$ cat src/fio_pkg.sv
package fio_pkg;

  // Clock and watchdog timing
  localparam int CLK_PERIOD_NS = 8;
  localparam int WD_UNIT_NS = 1_000_000;
  localparam int CYC_PER_MS = WD_UNIT_NS / CLK_PERIOD_NS;

  // Power-up contents of the stored parameters and fault word, rate index limit
  localparam logic [15:0] WD_DEFAULT_MS = 16'h0032;
  localparam logic [15:0] RATE_DEFAULT_IDX = 16'h0009;
  localparam logic [15:0] RATE_MAX_IDX = 16'h000B;
  localparam logic [31:0] NODE_ID_DEFAULT = 32'h0000_0000;
  localparam logic [15:0] FAULT_RESET = 16'h0001;

  // Baud per rate index, index 0 in the low slot
  localparam logic [11:0][23:0] BAUD_TABLE = {
    24'h98_9680, 24'h4C_4B40, 24'h26_25A0, 24'h13_12D0,
    24'h0E_1000, 24'h07_0800, 24'h03_8400, 24'h01_C200,
    24'h00_E100, 24'h00_9600, 24'h00_4B00, 24'h00_2580};

  // Parameter indices on the parameter port
  localparam logic [3:0] PAR_STORED_RATE = 4'h0;
  localparam logic [3:0] PAR_STORED_ID = 4'h1;
  localparam logic [3:0] PAR_WORK_ID = 4'h2;
  localparam logic [3:0] PAR_STORED_WD = 4'h3;
  localparam logic [3:0] PAR_WORK_WD = 4'h4;
  localparam logic [3:0] PAR_OUTPUT = 4'h5;
  localparam logic [3:0] PAR_INPUT = 4'h6;
  localparam logic [3:0] PAR_FAULT = 4'h7;
  localparam logic [3:0] PAR_STATUS = 4'h8;

  // Fault word bits
  localparam int FLT_WATCHDOG = 0;
  localparam int FLT_SHORT = 1;
  localparam int FLT_OVERTEMP = 2;
  localparam int FLT_FIELD = 3;

  // Status word bits
  localparam int ST_MODE_LO = 0;
  localparam int ST_SETUP = 2;
  localparam int ST_FIELD_OK = 3;
  localparam int ST_WD_ON = 4;
  localparam int ST_BANK_LO = 5;
  localparam int ST_RATE_LO = 8;

  // Process data modes
  localparam logic [1:0] MODE_IO = 2'h0;
  localparam logic [1:0] MODE_ANALOG = 2'h1;
  localparam logic [1:0] MODE_FULL = 2'h2;

  typedef enum logic {FIO_PH_LOAD, FIO_PH_RUN} fio_phase_t;

  typedef struct packed {
    logic wr;
    logic [3:0] idx;
    logic [31:0] wdata;
  } fio_par_req_t;

  typedef struct packed {
    logic [31:0] in_word;
    logic [3:0][7:0] analog;
    logic [7:0] field_v;
    logic [1:0][15:0] enc;
    logic [1:0] mode;
  } fio_pd_rsp_t;

  typedef struct packed {
    logic [31:0] sync1_in;
    logic [31:0] sync2_in;
    logic [15:0] sync1_short;
    logic [15:0] sync2_short;
    logic [1:0] sync1_ot;
    logic [1:0] sync2_ot;
    logic [2:0] sync1_misc;
    logic [2:0] sync2_misc;
    logic [3:0] prev_enc;
    fio_phase_t phase;
    logic [15:0] stored_rate;
    logic [31:0] stored_id;
    logic [31:0] work_id;
    logic [15:0] stored_wd;
    logic [15:0] work_wd;
    logic [15:0] out_req;
    logic [15:0] short_latch;
    logic [1:0] bank_off;
    logic [15:0] fault;
    logic [15:0] wd_ms;
    logic [23:0] wd_pre;
    logic [15:0] field_out;
    logic [3:0] rate_idx;
    logic [23:0] baud;
    logic par_ack;
    logic [31:0] par_rdata;
    logic pd_valid;
    fio_pd_rsp_t pd_rsp;
    logic fw_accept;
    logic fw_reject;
  } fio_state_t;

endpackage

$ cat src/fio_node.sv
// Operation
// - Watchdog expiry sets fault, outputs go off
// - Timeout in ms; 50 default; zero disables
// - Output writes ignored until watchdog fault cleared
// - Fault flag set at power-up; host clears
// - Power-up copies stored params into working
// - Working timeout write changes period directly
// - Stored index 0..11 picks link baud
// - Output, input, fault and status words
// - Three pd modes; mode 0 digital only
// - Mode 1 adds four analog readings
// - Mode 2 adds field volts; 1X encoders in every mode
// - Analog readings 8 bits, 36.3V full scale
// - Separate supply: report field voltage loss
// - Outputs in two banks of eight
// - Firmware update accepted in setup only
// - Short circuit: that output off, fault
// - Overtemperature: whole bank off, fault
`timescale 1ns/1ps
`default_nettype none

module fio_node import fio_pkg::*; #(
  parameter int P_CYC_PER_MS = CYC_PER_MS
) (
  // Clock and power-up reset
  input wire logic i_core_clk,
  input wire logic i_resetn,
  // Field pins
  input wire logic [31:0] i_field_in,
  input wire logic [15:0] i_short,
  input wire logic [1:0] i_overtemp,
  input wire logic i_field_ok,
  input wire logic i_supply_separate,
  input wire logic i_setup_mode,
  output logic [15:0] o_field_out,
  // Converter codes, 8 bits each
  input wire logic [3:0][7:0] i_analog,
  input wire logic [7:0] i_field_v,
  // Process data exchange
  input wire logic i_pd_valid,
  input wire logic [15:0] i_pd_out,
  input wire logic [1:0] i_pd_mode,
  output logic o_pd_valid,
  output fio_pd_rsp_t o_pd_rsp,
  // Parameter access
  input wire logic i_par_req,
  input wire fio_par_req_t i_par,
  output logic o_par_ack,
  output logic [31:0] o_par_rdata,
  // Firmware image write
  input wire logic i_fw_req,
  output logic o_fw_accept,
  output logic o_fw_reject,
  // Link rate and state
  output logic [3:0] o_rate_idx,
  output logic [23:0] o_baud,
  output logic [15:0] o_fault
);

  // Prescale must fit the 24-bit counter, refused at elaboration
  if (P_CYC_PER_MS < 1 || P_CYC_PER_MS > 16_777_215) begin : g_bad_prescale
    $error("P_CYC_PER_MS out of range");
  end

  localparam logic [23:0] PRE_LOAD = 24'(P_CYC_PER_MS - 1);

  fio_state_t q;
  fio_state_t next_q;

  // Next state of the whole node
  always_comb begin
    logic [15:0] clr;
    logic [15:0] set;
    logic [15:0] allow;
    logic [15:0] status;
    logic par_wr;
    logic wd_fault;
    logic field_ok;
    logic setup;
    logic [1:0] a_now;
    logic [1:0] a_old;
    next_q = q;
    clr = '0;
    set = '0;
    allow = '0;
    status = '0;
    a_now = '0;
    a_old = '0;
    par_wr = i_par_req && i_par.wr;
    // Second sync stage only is read by logic
    next_q.sync1_in = i_field_in;
    next_q.sync2_in = q.sync1_in;
    next_q.sync1_short = i_short;
    next_q.sync2_short = q.sync1_short;
    next_q.sync1_ot = i_overtemp;
    next_q.sync2_ot = q.sync1_ot;
    next_q.sync1_misc = {i_setup_mode, i_supply_separate, i_field_ok};
    next_q.sync2_misc = q.sync1_misc;
    field_ok = q.sync2_misc[0];
    setup = q.sync2_misc[2];
    wd_fault = q.fault[FLT_WATCHDOG];
    next_q.par_ack = 1'b0;
    next_q.pd_valid = 1'b0;
    next_q.fw_accept = 1'b0;
    next_q.fw_reject = 1'b0;

    // Stored parameters reach the working copies once after power-up
    if (q.phase == FIO_PH_LOAD) begin
      next_q.work_wd = q.stored_wd;
      next_q.work_id = q.stored_id;
      next_q.wd_ms = q.stored_wd;
      next_q.wd_pre = PRE_LOAD;
      if (q.stored_rate > RATE_MAX_IDX) begin
        next_q.rate_idx = RATE_DEFAULT_IDX[3:0]; // Out-of-range index falls back
      end else begin
        next_q.rate_idx = q.stored_rate[3:0];
      end
      next_q.baud = BAUD_TABLE[next_q.rate_idx];
      next_q.phase = FIO_PH_RUN;
    end

    // Parameter writes; stored values are never applied, reset restores their defaults
    if (par_wr) begin
      if (i_par.idx == PAR_STORED_RATE) begin
        next_q.stored_rate = i_par.wdata[15:0];
      end else if (i_par.idx == PAR_STORED_ID) begin
        next_q.stored_id = i_par.wdata;
      end else if (i_par.idx == PAR_WORK_ID) begin
        next_q.work_id = i_par.wdata;
      end else if (i_par.idx == PAR_STORED_WD) begin
        next_q.stored_wd = i_par.wdata[15:0];
      end else if (i_par.idx == PAR_WORK_WD) begin
        next_q.work_wd = i_par.wdata[15:0];
        next_q.wd_ms = i_par.wdata[15:0];
        next_q.wd_pre = PRE_LOAD;
      end else if (i_par.idx == PAR_OUTPUT) begin
        if (!wd_fault) begin
          next_q.out_req = i_par.wdata[15:0];
        end
      end else if (i_par.idx == PAR_FAULT) begin
        clr = i_par.wdata[15:0]; // Write one to clear
      end
    end

    // Exchange restarts the watchdog and carries output data
    if (i_pd_valid) begin
      next_q.wd_ms = next_q.work_wd; // A same-cycle timeout write counts
      next_q.wd_pre = PRE_LOAD;
      if (!wd_fault) begin
        next_q.out_req = i_pd_out;
      end
    end else if (q.phase == FIO_PH_RUN && q.work_wd != 16'h0000 && q.wd_ms != 16'h0000
                 && !(par_wr && i_par.idx == PAR_WORK_WD)) begin
      // Millisecond prescale then count down; zero timeout never bites
      if (q.wd_pre == 24'h00_0000) begin
        next_q.wd_pre = PRE_LOAD;
        next_q.wd_ms = q.wd_ms - 16'h0001;
        if (q.wd_ms == 16'h0001) begin
          set[FLT_WATCHDOG] = 1'b1;
        end
      end else begin
        next_q.wd_pre = q.wd_pre - 24'h00_0001;
      end
    end

    // Clearing a cause releases its latches; a new event below wins
    if (clr[FLT_SHORT]) begin
      next_q.short_latch = '0;
    end
    if (clr[FLT_OVERTEMP]) begin
      next_q.bank_off = '0;
    end

    // Output protection causes
    for (int i = 0; i < 16; i++) begin
      if (q.sync2_short[i] && q.field_out[i]) begin
        next_q.short_latch[i] = 1'b1;
        set[FLT_SHORT] = 1'b1;
      end
    end
    for (int b = 0; b < 2; b++) begin
      if (q.sync2_ot[b]) begin
        next_q.bank_off[b] = 1'b1;
        set[FLT_OVERTEMP] = 1'b1;
      end
    end
    if (q.sync2_misc[1] && !field_ok) begin
      set[FLT_FIELD] = 1'b1;
    end

    // Set wins over a clear in the same cycle
    next_q.fault = (q.fault & ~clr) | set;
    if (next_q.fault[FLT_WATCHDOG]) begin
      next_q.out_req = '0;
    end

    // Drive pins from request minus every protection mask
    for (int i = 0; i < 16; i++) begin
      allow[i] = !next_q.short_latch[i] && !next_q.bank_off[i / 8];
    end
    next_q.field_out = next_q.fault[FLT_WATCHDOG] ? 16'h0000 : (next_q.out_req & allow);

    // Hand-wheel encoders, 1X: count on A rise, B picks direction
    for (int e = 0; e < 2; e++) begin
      a_now[e] = q.sync2_in[16 + 2 * e];
      a_old[e] = q.prev_enc[2 * e];
      if (a_now[e] && !a_old[e]) begin
        if (q.sync2_in[17 + 2 * e]) begin
          next_q.pd_rsp.enc[e] = q.pd_rsp.enc[e] - 16'h0001;
        end else begin
          next_q.pd_rsp.enc[e] = q.pd_rsp.enc[e] + 16'h0001;
        end
      end
    end
    next_q.prev_enc = q.sync2_in[19:16];

    // Process data answer, content chosen by mode
    next_q.pd_rsp.in_word = q.sync2_in;
    next_q.pd_rsp.mode = i_pd_mode;
    next_q.pd_rsp.analog = '0;
    next_q.pd_rsp.field_v = 8'h00;
    if (i_pd_mode == MODE_ANALOG || i_pd_mode == MODE_FULL) begin
      next_q.pd_rsp.analog = i_analog;
    end
    if (i_pd_mode == MODE_FULL) begin
      next_q.pd_rsp.field_v = i_field_v;
    end
    next_q.pd_valid = i_pd_valid;

    // Status word
    status[ST_MODE_LO +: 2] = i_pd_mode;
    status[ST_SETUP] = setup;
    status[ST_FIELD_OK] = field_ok;
    status[ST_WD_ON] = (q.work_wd != 16'h0000);
    status[ST_BANK_LO +: 2] = q.bank_off;
    status[ST_RATE_LO +: 4] = q.rate_idx;

    // Parameter reads; unknown index reads zero
    if (i_par_req) begin
      next_q.par_ack = 1'b1;
      if (i_par.idx == PAR_STORED_RATE) begin
        next_q.par_rdata = {16'h0000, q.stored_rate};
      end else if (i_par.idx == PAR_STORED_ID) begin
        next_q.par_rdata = q.stored_id;
      end else if (i_par.idx == PAR_WORK_ID) begin
        next_q.par_rdata = q.work_id;
      end else if (i_par.idx == PAR_STORED_WD) begin
        next_q.par_rdata = {16'h0000, q.stored_wd};
      end else if (i_par.idx == PAR_WORK_WD) begin
        next_q.par_rdata = {16'h0000, q.work_wd};
      end else if (i_par.idx == PAR_OUTPUT) begin
        next_q.par_rdata = {16'h0000, q.out_req};
      end else if (i_par.idx == PAR_INPUT) begin
        next_q.par_rdata = q.sync2_in;
      end else if (i_par.idx == PAR_FAULT) begin
        next_q.par_rdata = {16'h0000, q.fault};
      end else if (i_par.idx == PAR_STATUS) begin
        next_q.par_rdata = {16'h0000, status};
      end else begin
        next_q.par_rdata = 32'h0000_0000;
      end
    end

    // Firmware writes only in setup mode, never while operating
    if (i_fw_req) begin
      next_q.fw_accept = setup;
      next_q.fw_reject = !setup;
    end
  end

  // State register; fault flag comes up set
  always_ff @(posedge i_core_clk or negedge i_resetn) begin
    if (!i_resetn) begin
      q <= '0;
      q.phase <= FIO_PH_LOAD;
      q.stored_rate <= RATE_DEFAULT_IDX;
      q.stored_id <= NODE_ID_DEFAULT;
      q.stored_wd <= WD_DEFAULT_MS;
      q.work_wd <= WD_DEFAULT_MS;
      q.wd_ms <= WD_DEFAULT_MS;
      q.rate_idx <= RATE_DEFAULT_IDX[3:0];
      q.baud <= BAUD_TABLE[RATE_DEFAULT_IDX[3:0]];
      q.fault <= FAULT_RESET;
    end else begin
      q <= next_q;
    end
  end

  // Outputs straight from the state register
  assign o_field_out = q.field_out;
  assign o_pd_valid = q.pd_valid;
  assign o_pd_rsp = q.pd_rsp;
  assign o_par_ack = q.par_ack;
  assign o_par_rdata = q.par_rdata;
  assign o_fw_accept = q.fw_accept;
  assign o_fw_reject = q.fw_reject;
  assign o_rate_idx = q.rate_idx;
  assign o_baud = q.baud;
  assign o_fault = q.fault;

endmodule // fio_node

`default_nettype wire

$ cat config.mk
export PLATFORM = sky130hd
export DESIGN_NAME = fio_node
export DESIGN_NICKNAME = d
export VERILOG_FILES = /design/src/fio_pkg.sv /design/src/fio_node.sv
export SDC_FILE = /design/constraint.sdc
export NUM_CORES = 1
export LEC_CHECK = 0
export ABC_CLOCK_PERIOD_IN_PS = 3400
export BUFFER_PORTS_ARGS = -buffer_cell sky130_fd_sc_hd__buf_2
export CAP_MARGIN = 30
export CORE_MARGIN = 2
export CORE_UTILIZATION = 59
export CTS_BUF_LIST = sky130_fd_sc_hd__clkbuf_8
export CTS_CLUSTER_SIZE = 12
export DETAILED_ROUTE_END_ITERATION = 6
export PLACE_DENSITY = 0.9
export SETUP_SLACK_MARGIN = 0.15
export SLEW_MARGIN = 40
export SYNTH_ARGS = -nofsm -noshare
export SYNTH_HDL_FRONTEND = slang
export SYNTH_SLANG_ARGS = --single-unit
$ cat constraint.sdc
create_clock -name i_core_clk -period 3.4 [get_ports i_core_clk]
set_input_delay 0.51 -clock i_core_clk [delete_from_list [all_inputs] [get_ports i_core_clk]]
set_output_delay 0.51 -clock i_core_clk [all_outputs]
set_load 0.01 [all_outputs]
### Word-level counts from Yosys, hierarchy flattened

Memories as Yosys holds them, arrays and structs flattened. A register that Yosys moved wholly into a read port is not among the register bits.
Index checks and enable logic that the tools add are counted.

| operators by class | value |
|---|---|
| add/subtract/negate cells | 6 |
| multipliers | 0 |
| div/mod/pow operators | 0 |
| $lt $le $gt $ge | 1 |
| equality and inequality tests | 11 |
| shift operators | 0 |
| muxes and demuxes | 96 |
| bitwise logic cells | 7 |
| reductions and logical operators | 73 |

Operator list:

| cell | count |
|---|---|
| 16-bit 2-to-1 mux | 23 |
| 40-bit 2-to-1 mux | 9 |
| 32-bit 2-to-1 mux | 11 |
| 80-bit 2-to-1 mux | 3 |
| 48-bit 2-to-1 mux | 1 |
| 16-bit by 1-bit subtractor with 16-bit output (second input constant) | 3 |
| 1-bit 2-to-1 mux | 41 |
| 1-bit logical AND | 40 |
| 33-bit 2-to-1 mux | 1 |
| 16-bit by 1-bit adder with 16-bit output (second input constant) | 2 |
| 16-bit bitwise AND | 2 |
| 16-bit nonzero test | 2 |
| 1-bit logical NOT | 25 |
| 24-bit logical NOT | 1 |
| 24-bit 2-to-1 mux | 1 |
| 24-bit by 1-bit subtractor with 24-bit output (second input constant) | 1 |
| 16-bit by 1-bit equality test with 1-bit output (second input constant) | 1 |
| 4-bit by 3-bit equality test with 1-bit output (second input constant) | 4 |
| 16-bit by 4-bit > comparator with 1-bit output (second input constant) | 1 |
| 16-bit inverter | 1 |
| 16-bit by 4-bit OR with 16-bit output | 1 |
| 12-bit 2-to-1 mux | 1 |
| 4-bit by 2-bit equality test with 1-bit output (second input constant) | 2 |
| 4-bit 2-to-1 mux | 2 |
| other kinds (12) | 15 |

| word-level totals | value |
|---|---|
| bits in registers | 474 |
| bits in latches | 0 |
| memory bits (writable) | 0 |
| bits in read-only memories | 384 |
| output and inout bits | 202 |
| word-level logic and storage cells | 232 |
| memories kept | 1 |

Memories:

| name | words | bits a word | rd ports | clocked after memory_dff | wr ports | line | RTL |
|---|---|---|---|---|---|---|---|
| (no name shown) | 16 | 24 | 1 | 1 | 0 | fio_node.sv:118 | `next_q.baud = BAUD_TABLE[next_q.rate_idx];` |

### Longest topological paths before layout

Gate-level depths: netlist of the first run.

| depth | value |
|---|---|
| word-level depth | 21 |
| mapped depth | 11 |
| gate-level depth less buffers | 10 |

### Worst setup path before layout of the first run

No wires, ideal clock.

| timing path | value |
|---|---|
| path kind | input -> register |
| from | input port i_par[35] in the netlist's numbering |
| to | register q (netlist bit o_field_out[10]) |
| arrival time | 2656 ps |
| data required time | 3274 ps |
| slack | 619 ps |
| stages on the path | 11 |
| buffers on the path | 4 |
| cell sequence | buf_2 > nand2b_1 > clkbuf_1 > or2_2 > clkbuf_1 > nor3_2 > buf_2 > mux2i_1 > nor2_1 > a21oi_1 > nor3_1 |

RTL lines:

| element | line | RTL |
|---|---|---|
| from (decl) | fio_node.sv:47 | `input wire fio_par_req_t i_par,` |
| to (signal assigned) | fio_node.sv:285 | `q <= next_q;` |
| to (decl) | fio_node.sv:67 | `fio_state_t q;` |

==> impl_results.md, run 1 <==
- CP delay by family, top: simple AND/OR/NAND/NOR gates
- Die H: 197 µm
- RePlAce Congestion: 0.965
- Worst-path fanout max: 10
- Worst Tran Pin Value: 0.818 ns
- Routed vias/inst: 5.96
- Antenna-violating nets left: 0
- Upper clock frequency limit: 319 MHz
- Initial antenna violation count: 5
- Synthesized flop and latch total: 490
- Area after DPL: 0.0230 mm²
- Post-route design area: 0.0253 mm²
- TritonCTS buffer count: 80
- Post-synth EDFFs: 0
- Power per Cell Area: 626 mW/mm²
- Grt ovf: 0
- Worst stage delay on the critical path: 0.55 ns
- CTS tree: done
- Worst path bufs/invs: 0
- Cell total after placement: 2,588
- Tmin final: 3.14 ns
- Max_cap viols: 0
- DRT iter0 DRCs: 1,584
- Crit. End Element: flip-flop
- Leakage power: 12.0 nW
- Fin. Hold Viols: 0
- Port Buffers: 350
- GRT Overall Usage: 31.2%
- Via count: 16,600
- Critical-path cell list: nor4_2, or3b_1, or3_1, or3_1, o31ai_4, or2_1, nor3_1
- Post-synthesis area per instance: 11.0 µm²
- DR pass1 iterations: 6
- Non-filler cells, final: 2,792
- Area grow syn2layout: 15.1%
- Worst Skew: 0.0324 ns
- Reg clk slew, reported paths: 0.06 ns
- Asr flop ratio synth: 100%
- Sequential share of the synthesized area: 55.9%
- Crit path DAT: 3.65 ns
- Drt total wl: 60,100 µm
- Clock tree buffer depth: 3
- CP most frequent cell: or3_1
- # rows: 70
- Sink Count: 490
- DP Worst Slack: 0.288 ns
- Critical path class: flip-flop to flip-flop
- Setup_tns: 0 ns
- Final max-slew violation count: 0
- Crit start category: flip-flop
- First-pass GRT wire length: 93,100 µm
- Vias in the first global route: 16,900
- Final Total Pwr: 15.9 mW
- Yosys cell types: 65
- Status: complete, no violations
- Layout cells sized above 1: 27.8%
- Final Cycle Share: 92.3%
- # Post-CTS Setup Buffers: 0
- H-tree levels: 3
- RSZ-0062 raised after global routing: no
- WP data required: 3.91 ns
- Routed wire per std cell: 21.5 µm
- Max IR drop VDD: 0.422 mV
- Clock root cell: clkbuf_8
- Cells after synthesis: 2,007
- Largest net degree at the start of global routing: 92
- Post-synthesis cell area: 0.0220 mm²
- DRC viols: 0
- Full die area: 0.0388 mm²
- Net count, final: 2,453
- IO Count: 355
- Setup-failing EPs final: 0
- Die X: 197 µm
- Initial Util: 60.0%
- Worst Hold Class: primary input to flip-flop
- Final WS setup: 0.261 ns
- CP max-delay cell: or3_1
- Syn. warnings: 0
- Main synth FF type: dfrtp_1
- Worst-skew pair later-pin latency: 0.66 ns
- Detailed Place HPWL: 40,400 µm
- Slew HR: 45.2%
- Core ar.: 0.0366 mm²
registers in the layout, indices dropped and copies added (netlist names):
name / cells
o_fw_accept: 1
o_par_rdata: 32
o_baud: 19
o_fault: 16
o_fw_reject: 1
next_q: 85
o_pd_valid: 1
o_field_out: 16
o_rate_idx: 4
o_pd_rsp: 106
q: 208
o_par_ack: 1
what timing repair did:
action,CTS,global route
setup endpoints to repair,0,18
gates resized for setup,0,4
hold buffers,55,0
hold endpoints to repair,130,0
final cells by class:
type                       instances  area, µm²
antenna                            5       12.5
clock buffer                     108       1490
clock inverter                    36        241
fill                            2491      11300
inverter                          42        158
multi-input combinational       1190       7770
sequential                       490      12300
tap                              468        586
timing repair buffer             453       2750
cell usage after synthesis (all sizes together) (3+ instances only):
| cell type | n | area (µm²) |
|---|---|---|
| a22oi | 38 | 285 |
| o221ai | 6 | 52.6 |
| nor4 | 18 | 125 |
| and3 | 7 | 43.8 |
| or3 | 4 | 25.0 |
| and2 | 12 | 75.1 |
| o211ai | 15 | 113 |
| dfstp | 21 | 552 |
| dfrtp | 469 | 11700 |
| a21o | 8 | 60.1 |
| o311a | 3 | 30.0 |
| buf | 211 | 1550 |
| or2 | 10 | 62.6 |
| clkbuf | 77 | 289 |
| a211oi | 21 | 158 |
| o21ai | 89 | 445 |
| o31ai | 9 | 81.3 |
| nor3 | 46 | 235 |
| nand2b | 11 | 68.8 |
| nand3b | 3 | 22.5 |
| ha | 41 | 513 |
| a21oi | 135 | 676 |
| mux2i | 64 | 641 |
| a211o | 3 | 26.3 |
| xor2 | 26 | 228 |
| nand4 | 3 | 18.8 |
| a222oi | 5 | 50.1 |
| nand2 | 160 | 601 |
| a22o | 22 | 193 |
| a221oi | 9 | 78.8 |
| mux2 | 76 | 856 |
| or4 | 8 | 60.1 |
| nor2 | 153 | 574 |
| o31a | 3 | 26.3 |
| nor4b | 8 | 70.1 |
| a21boi | 13 | 97.6 |
| nor3b | 8 | 60.1 |
| nor2b | 38 | 238 |
| nand3 | 31 | 155 |
| o21a | 5 | 37.5 |
| o2bb2ai | 5 | 43.8 |
| inv | 41 | 154 |
| a31oi | 28 | 175 |
| xnor2 | 24 | 210 |
| o41ai | 3 | 26.3 |
where the power goes:
part | internal (mW) | switching (mW) | total [mW]
combinational | 1.43 | 1.78 | 3.22
sequential | 6.58 | 0.617 | 7.20
clock | 3.01 | 2.42 | 5.43
total | 11.0 | 4.82 | 15.9
path summary, 6_finish.rpt:
check / startpoint / endpoint / slack [ns] / cells after the start
worst max register to register: q[202] / o_field_out[5] / 0.26 / 7
worst max-delay path: q[202] / o_field_out[5] / 0.26 / 7
min in group asynchronous: i_resetn / o_pd_rsp[26] / 0.47 / 2
max in group asynchronous: i_resetn / o_fault[0] / 1.93 / 4
worst min register to register: next_q[450] / next_q[91] / 0.34 / 0
worst min-delay path: i_pd_mode[0] / o_pd_rsp[0] / 0.07 / 1
metrics by stage:
step	util, %	hold slack (ns)
3_3_place_gp	62.8	0.331
6_report	69.1	0.0737
2_1_floorplan	-	0.214
3_5_place_dp	62.8	0.335
5_1_grt	69.1	0.0207
4_1_cts	69.0	0.0276
cell families (layout without fill, tap and decap cells):
logic type	after synthesis	count (layout)	synth area share, %
buf+inv	330	639	9.10
xor+xnor	50	50	1.99
other cells	2	10	0.0342
mux	140	140	6.81
flops	490	490	55.9
compound gates	429	429	12.5
simple gates	523	523	11.2
fa+ha+maj	43	43	2.52
metal layers:
| metal | wire [µm] | global-route usage [%] | up-vias |
|---|---|---|---|
| li1 | - | - | 7330 |
| met1 | 22400 | 38.5 | 8110 |
| met2 | 28100 | 49.9 | 982 |
| met3 | 6440 | 9.60 | 208 |
| met4 | 3060 | 15.8 | 4 |
| met5 | 26 | 0 | - |
worst reg2reg max path, cell delays in order, from the launching register on:
cell     delay (ns)
dfrtp_1        0.45
nor4_2         0.39
or3b_1         0.42
or3_1          0.35
or3_1          0.55
o31ai_4        0.35
or2_1          0.38
nor3_1         0.12
placed cells by master, fill, tap and decap left out, drive strengths merged, types with 46 or more instances in the layout:
cell         count
clkbuf         109
nor3            46
nand2          160
a21oi          135
mux2i           64
mux2            76
dfrtp          469
dlygate4sd3     55
inv             68
o21ai           89
nor2           153
buf            397
No activity file was read; power rests on OpenSTA's default activity.
==> inputs of run 2 (changes only) <==
==> config.mk (replaced) <==
export PLATFORM = sky130hd
export DESIGN_NAME = fio_node
export DESIGN_NICKNAME = d
export VERILOG_FILES = /design/src/fio_pkg.sv /design/src/fio_node.sv
export SDC_FILE = /design/constraint.sdc
export NUM_CORES = 1
export LEC_CHECK = 0
export ABC_CLOCK_PERIOD_IN_PS = 4000
export BUFFER_PORTS_ARGS = -buffer_cell sky130_fd_sc_hd__buf_2
export CAP_MARGIN = 30
export CORE_MARGIN = 2
export CORE_UTILIZATION = 60
export CTS_BUF_LIST = sky130_fd_sc_hd__clkbuf_8
export CTS_CLUSTER_SIZE = 12
export DETAILED_ROUTE_END_ITERATION = 6
export PLACE_DENSITY_LB_ADDON = 0.1
export SETUP_SLACK_MARGIN = 0.15
export SLEW_MARGIN = 40
export SYNTH_ARGS = -nofsm -noshare
export SYNTH_HDL_FRONTEND = slang
export SYNTH_SLANG_ARGS = --single-unit
export TNS_END_PERCENT = 1
==> constraint.sdc (replaced) <==
create_clock -name i_core_clk -period 4 [get_ports i_core_clk]
set_input_delay 0.6 -clock i_core_clk [delete_from_list [all_inputs] [get_ports i_core_clk]]
set_output_delay 0.6 -clock i_core_clk [all_outputs]
set_load 0.01 [all_outputs]
==> run 2 against run 1 <==
Against the previous run: core utilization is 1.4 points lower; count of clock-buffer cells in the layout fell by 11; clock skew is 0.0012 ns lower; non-clock buffer count is 60 lower; register-to-register slack gained 0.34 ns; via count fell by 5.5%; clock power fell by 20%; hold slack got worse by 0.0070 ns; fmax is 7.7% lower; power down 17%; die area fell by 1.6%; largest cell class unchanged.
==> impl_results.md, run 2 (same netlist as run 1, synthesis figures left out) <==
- Hold slack: 0.0667 ns
- Fill cells: 2,877
- Worst-path fanout max: 13
- Initial Util: 60.5%
- Tmin final: 3.40 ns
- Max IR drop VDD: 0.396 mV
- CTS tree: done
- Max FFs per register: 208
- Critical path class: flip-flop to flip-flop
- Die H: 195 µm
- Final Cycle Share: 85.0%
- Routed vias/inst: 5.74
- Area grow syn2layout: 11.9%
- Worst Skew: 0.0312 ns
- WP data required: 4.48 ns
- Drt total wl: 57,400 µm
- Core ar.: 0.0363 mm²
- Setup_tns: 0 ns
- Setup-failing EPs final: 0
- Leakage power: 11.8 nW
- Routed wire per std cell: 21.0 µm
- DR pass1 iterations: 7
- IO Count: 355
- Worst-skew pair later-pin latency: 0.64 ns
- Sw Share: 30.7%
- Initial antenna violation count: 8
- Fin. Hold Viols: 0
- Critical-path cell list: or4_1, nor3_1, a41oi_1, buf_4, nand2_1, or3_1, nand2_1, nor2_1, o211ai_1
- CP max-delay cell: or4_1
- Port Buffers: 350
- GRT Overall Usage: 30.2%
- Max_cap viols: 0
- Crit path DAT: 3.88 ns
- Detailed Place HPWL: 40,900 µm
- Most common cell after layout, fill and taps aside: dfrtp_1
- Critical path startpoint: q[212]
- Largest net degree at the start of global routing: 87
- Upper clock frequency limit: 294 MHz
- Layout cells sized above 1: 28.0%
- Reg clk slew, reported paths: 0.06 ns
- Most frequent cells in the layout: dfrtp_1, buf_2, nand2_1, nor2_1, a21oi_1
- Net Switching: 4.02 mW
- Power per Cell Area: 532 mW/mm²
- Net count, final: 2,395
- Vias in the first global route: 15,800
- H-tree levels: 3
- Slew HR: 41.3%
- RSZ-0062 raised after global routing: no
- Clock tree buffer depth: 3
- Crit. End Element: flip-flop
- Setup slack, reg-to-reg: 0.60 ns
- Crit start category: flip-flop
- Antenna-violating nets left: 0
- # Post-CTS Setup Buffers: 0
- Hold path start: i_field_in[28]
- Full die area: 0.0382 mm²
- Biggest register: q
- Worst Hold Class: primary input to flip-flop
- Worst Tran Pin Value: 0.880 ns
- Comb power frac: 20.2%
- Worst stage delay on the critical path: 0.59 ns
- DRC viols: 0
- DRT iter0 DRCs: 1,076
- RePlAce Congestion: 0.958
- R2r startpoint: q[212]
- Via count: 15,700
- Clock root cell: clkbuf_8
- TritonCTS buffer count: 82
- Sequential share of power: 46.6%
- Final max-slew violation count: 0
- # rows: 70
- Int Pwr: 9.06 mW
- Die X: 195 µm
- CP most frequent cell: nand2_1
- Grt ovf: 0
- First-pass GRT wire length: 88,600 µm
- Status: complete, no violations
- Clock Power Share: 33.2%
- Sink Count: 490
-- run 2: cell count changes in the layout (fill, tap and decap cells not counted), sizes merged --
cell,previous run,this run
buf,397,391
diode,5,3
dlygate4sd3,55,1
clkinv,8,17
clkbuf,109,98
inv,68,74
clkinvlp,0,4
bufinv,2,1
-- run 2: worst max-delay path: cells and delay by family (launching register included) --
| family | cells | cell delay, ns |
|---|---|---|
| DFF | 1 | 0.42 |
| AOI/OAI and AO/OA | 2 | 0.34 |
| and+or+nand+nor | 6 | 2.25 |
| buffers and inverters | 1 | 0.21 |
-- run 2: through the flow --
step	util [%]	power [mW]	worst slack [ns]	instance area, µm²	instances
floorplan	-	8.12	1.13	22000	2010
global route	67.7	13.8	0.323	24600	2736
detailed placement	63.1	8.80	0.493	22900	2581
CTS	67.6	13.2	0.681	24600	2733
global placement	63.1	8.69	0.593	22900	2581
finish	67.7	13.1	0.599	24600	2737
-- run 2: repair_timing --
item | 4_1_cts | 5_1_grt
resized for setup | 0 | 0
hold buffers | 1 | 0
endpoints found under the hold margin | 64 | 0
-- run 2: layer usage --
layer	vias up	wire [µm]	GRT usage (%)	share of wire, %
met4	6	2110	14.0	3.7
met2	698	26700	47.5	47
met3	121	4800	7.63	8.4
met1	7692	23700	39.8	41
li1	7204	-	-	-
met5	-	30	0	0.052
-- run 2: power by group through the flow --
stage          Combinational (mW)  Clock, mW  Sequential [mW]
2_1_floorplan                2.14          0             5.98
3_3_place_gp                 2.54          0             6.15
3_5_place_dp                 2.62          0             6.17
4_1_cts                      2.64       4.44             6.09
5_1_grt                      2.93       4.67             6.17
6_report                     2.64       4.34             6.10
-- run 2: path summary, 6_finish.rpt --
| check | endpoint | cells after the start |
|---|---|---|
| min | next_q[463] | 1 |
| min reg2reg | q[416] | 0 |
| max reg2reg | q[187] | 9 |
| min in group asynchronous | o_pd_rsp[15] | 2 |
| max in group asynchronous | q[412] | 4 |
| max | q[187] | 9 |
-- run 2: final cells by class --
type | count | area [µm²] | area share (%)
Sequential cell | 490 | 12300 | 50.0
Multi-Input combinational cell | 1190 | 7750 | 31.5
Timing Repair Buffer | 393 | 2170 | 8.83
Clock buffer | 97 | 1340 | 5.43
Tap cell | 468 | 586 | 2.38
Clock inverter | 54 | 298 | 1.21
Inverter | 42 | 158 | 0.641
Antenna cell | 3 | 7.51 | 0.0305
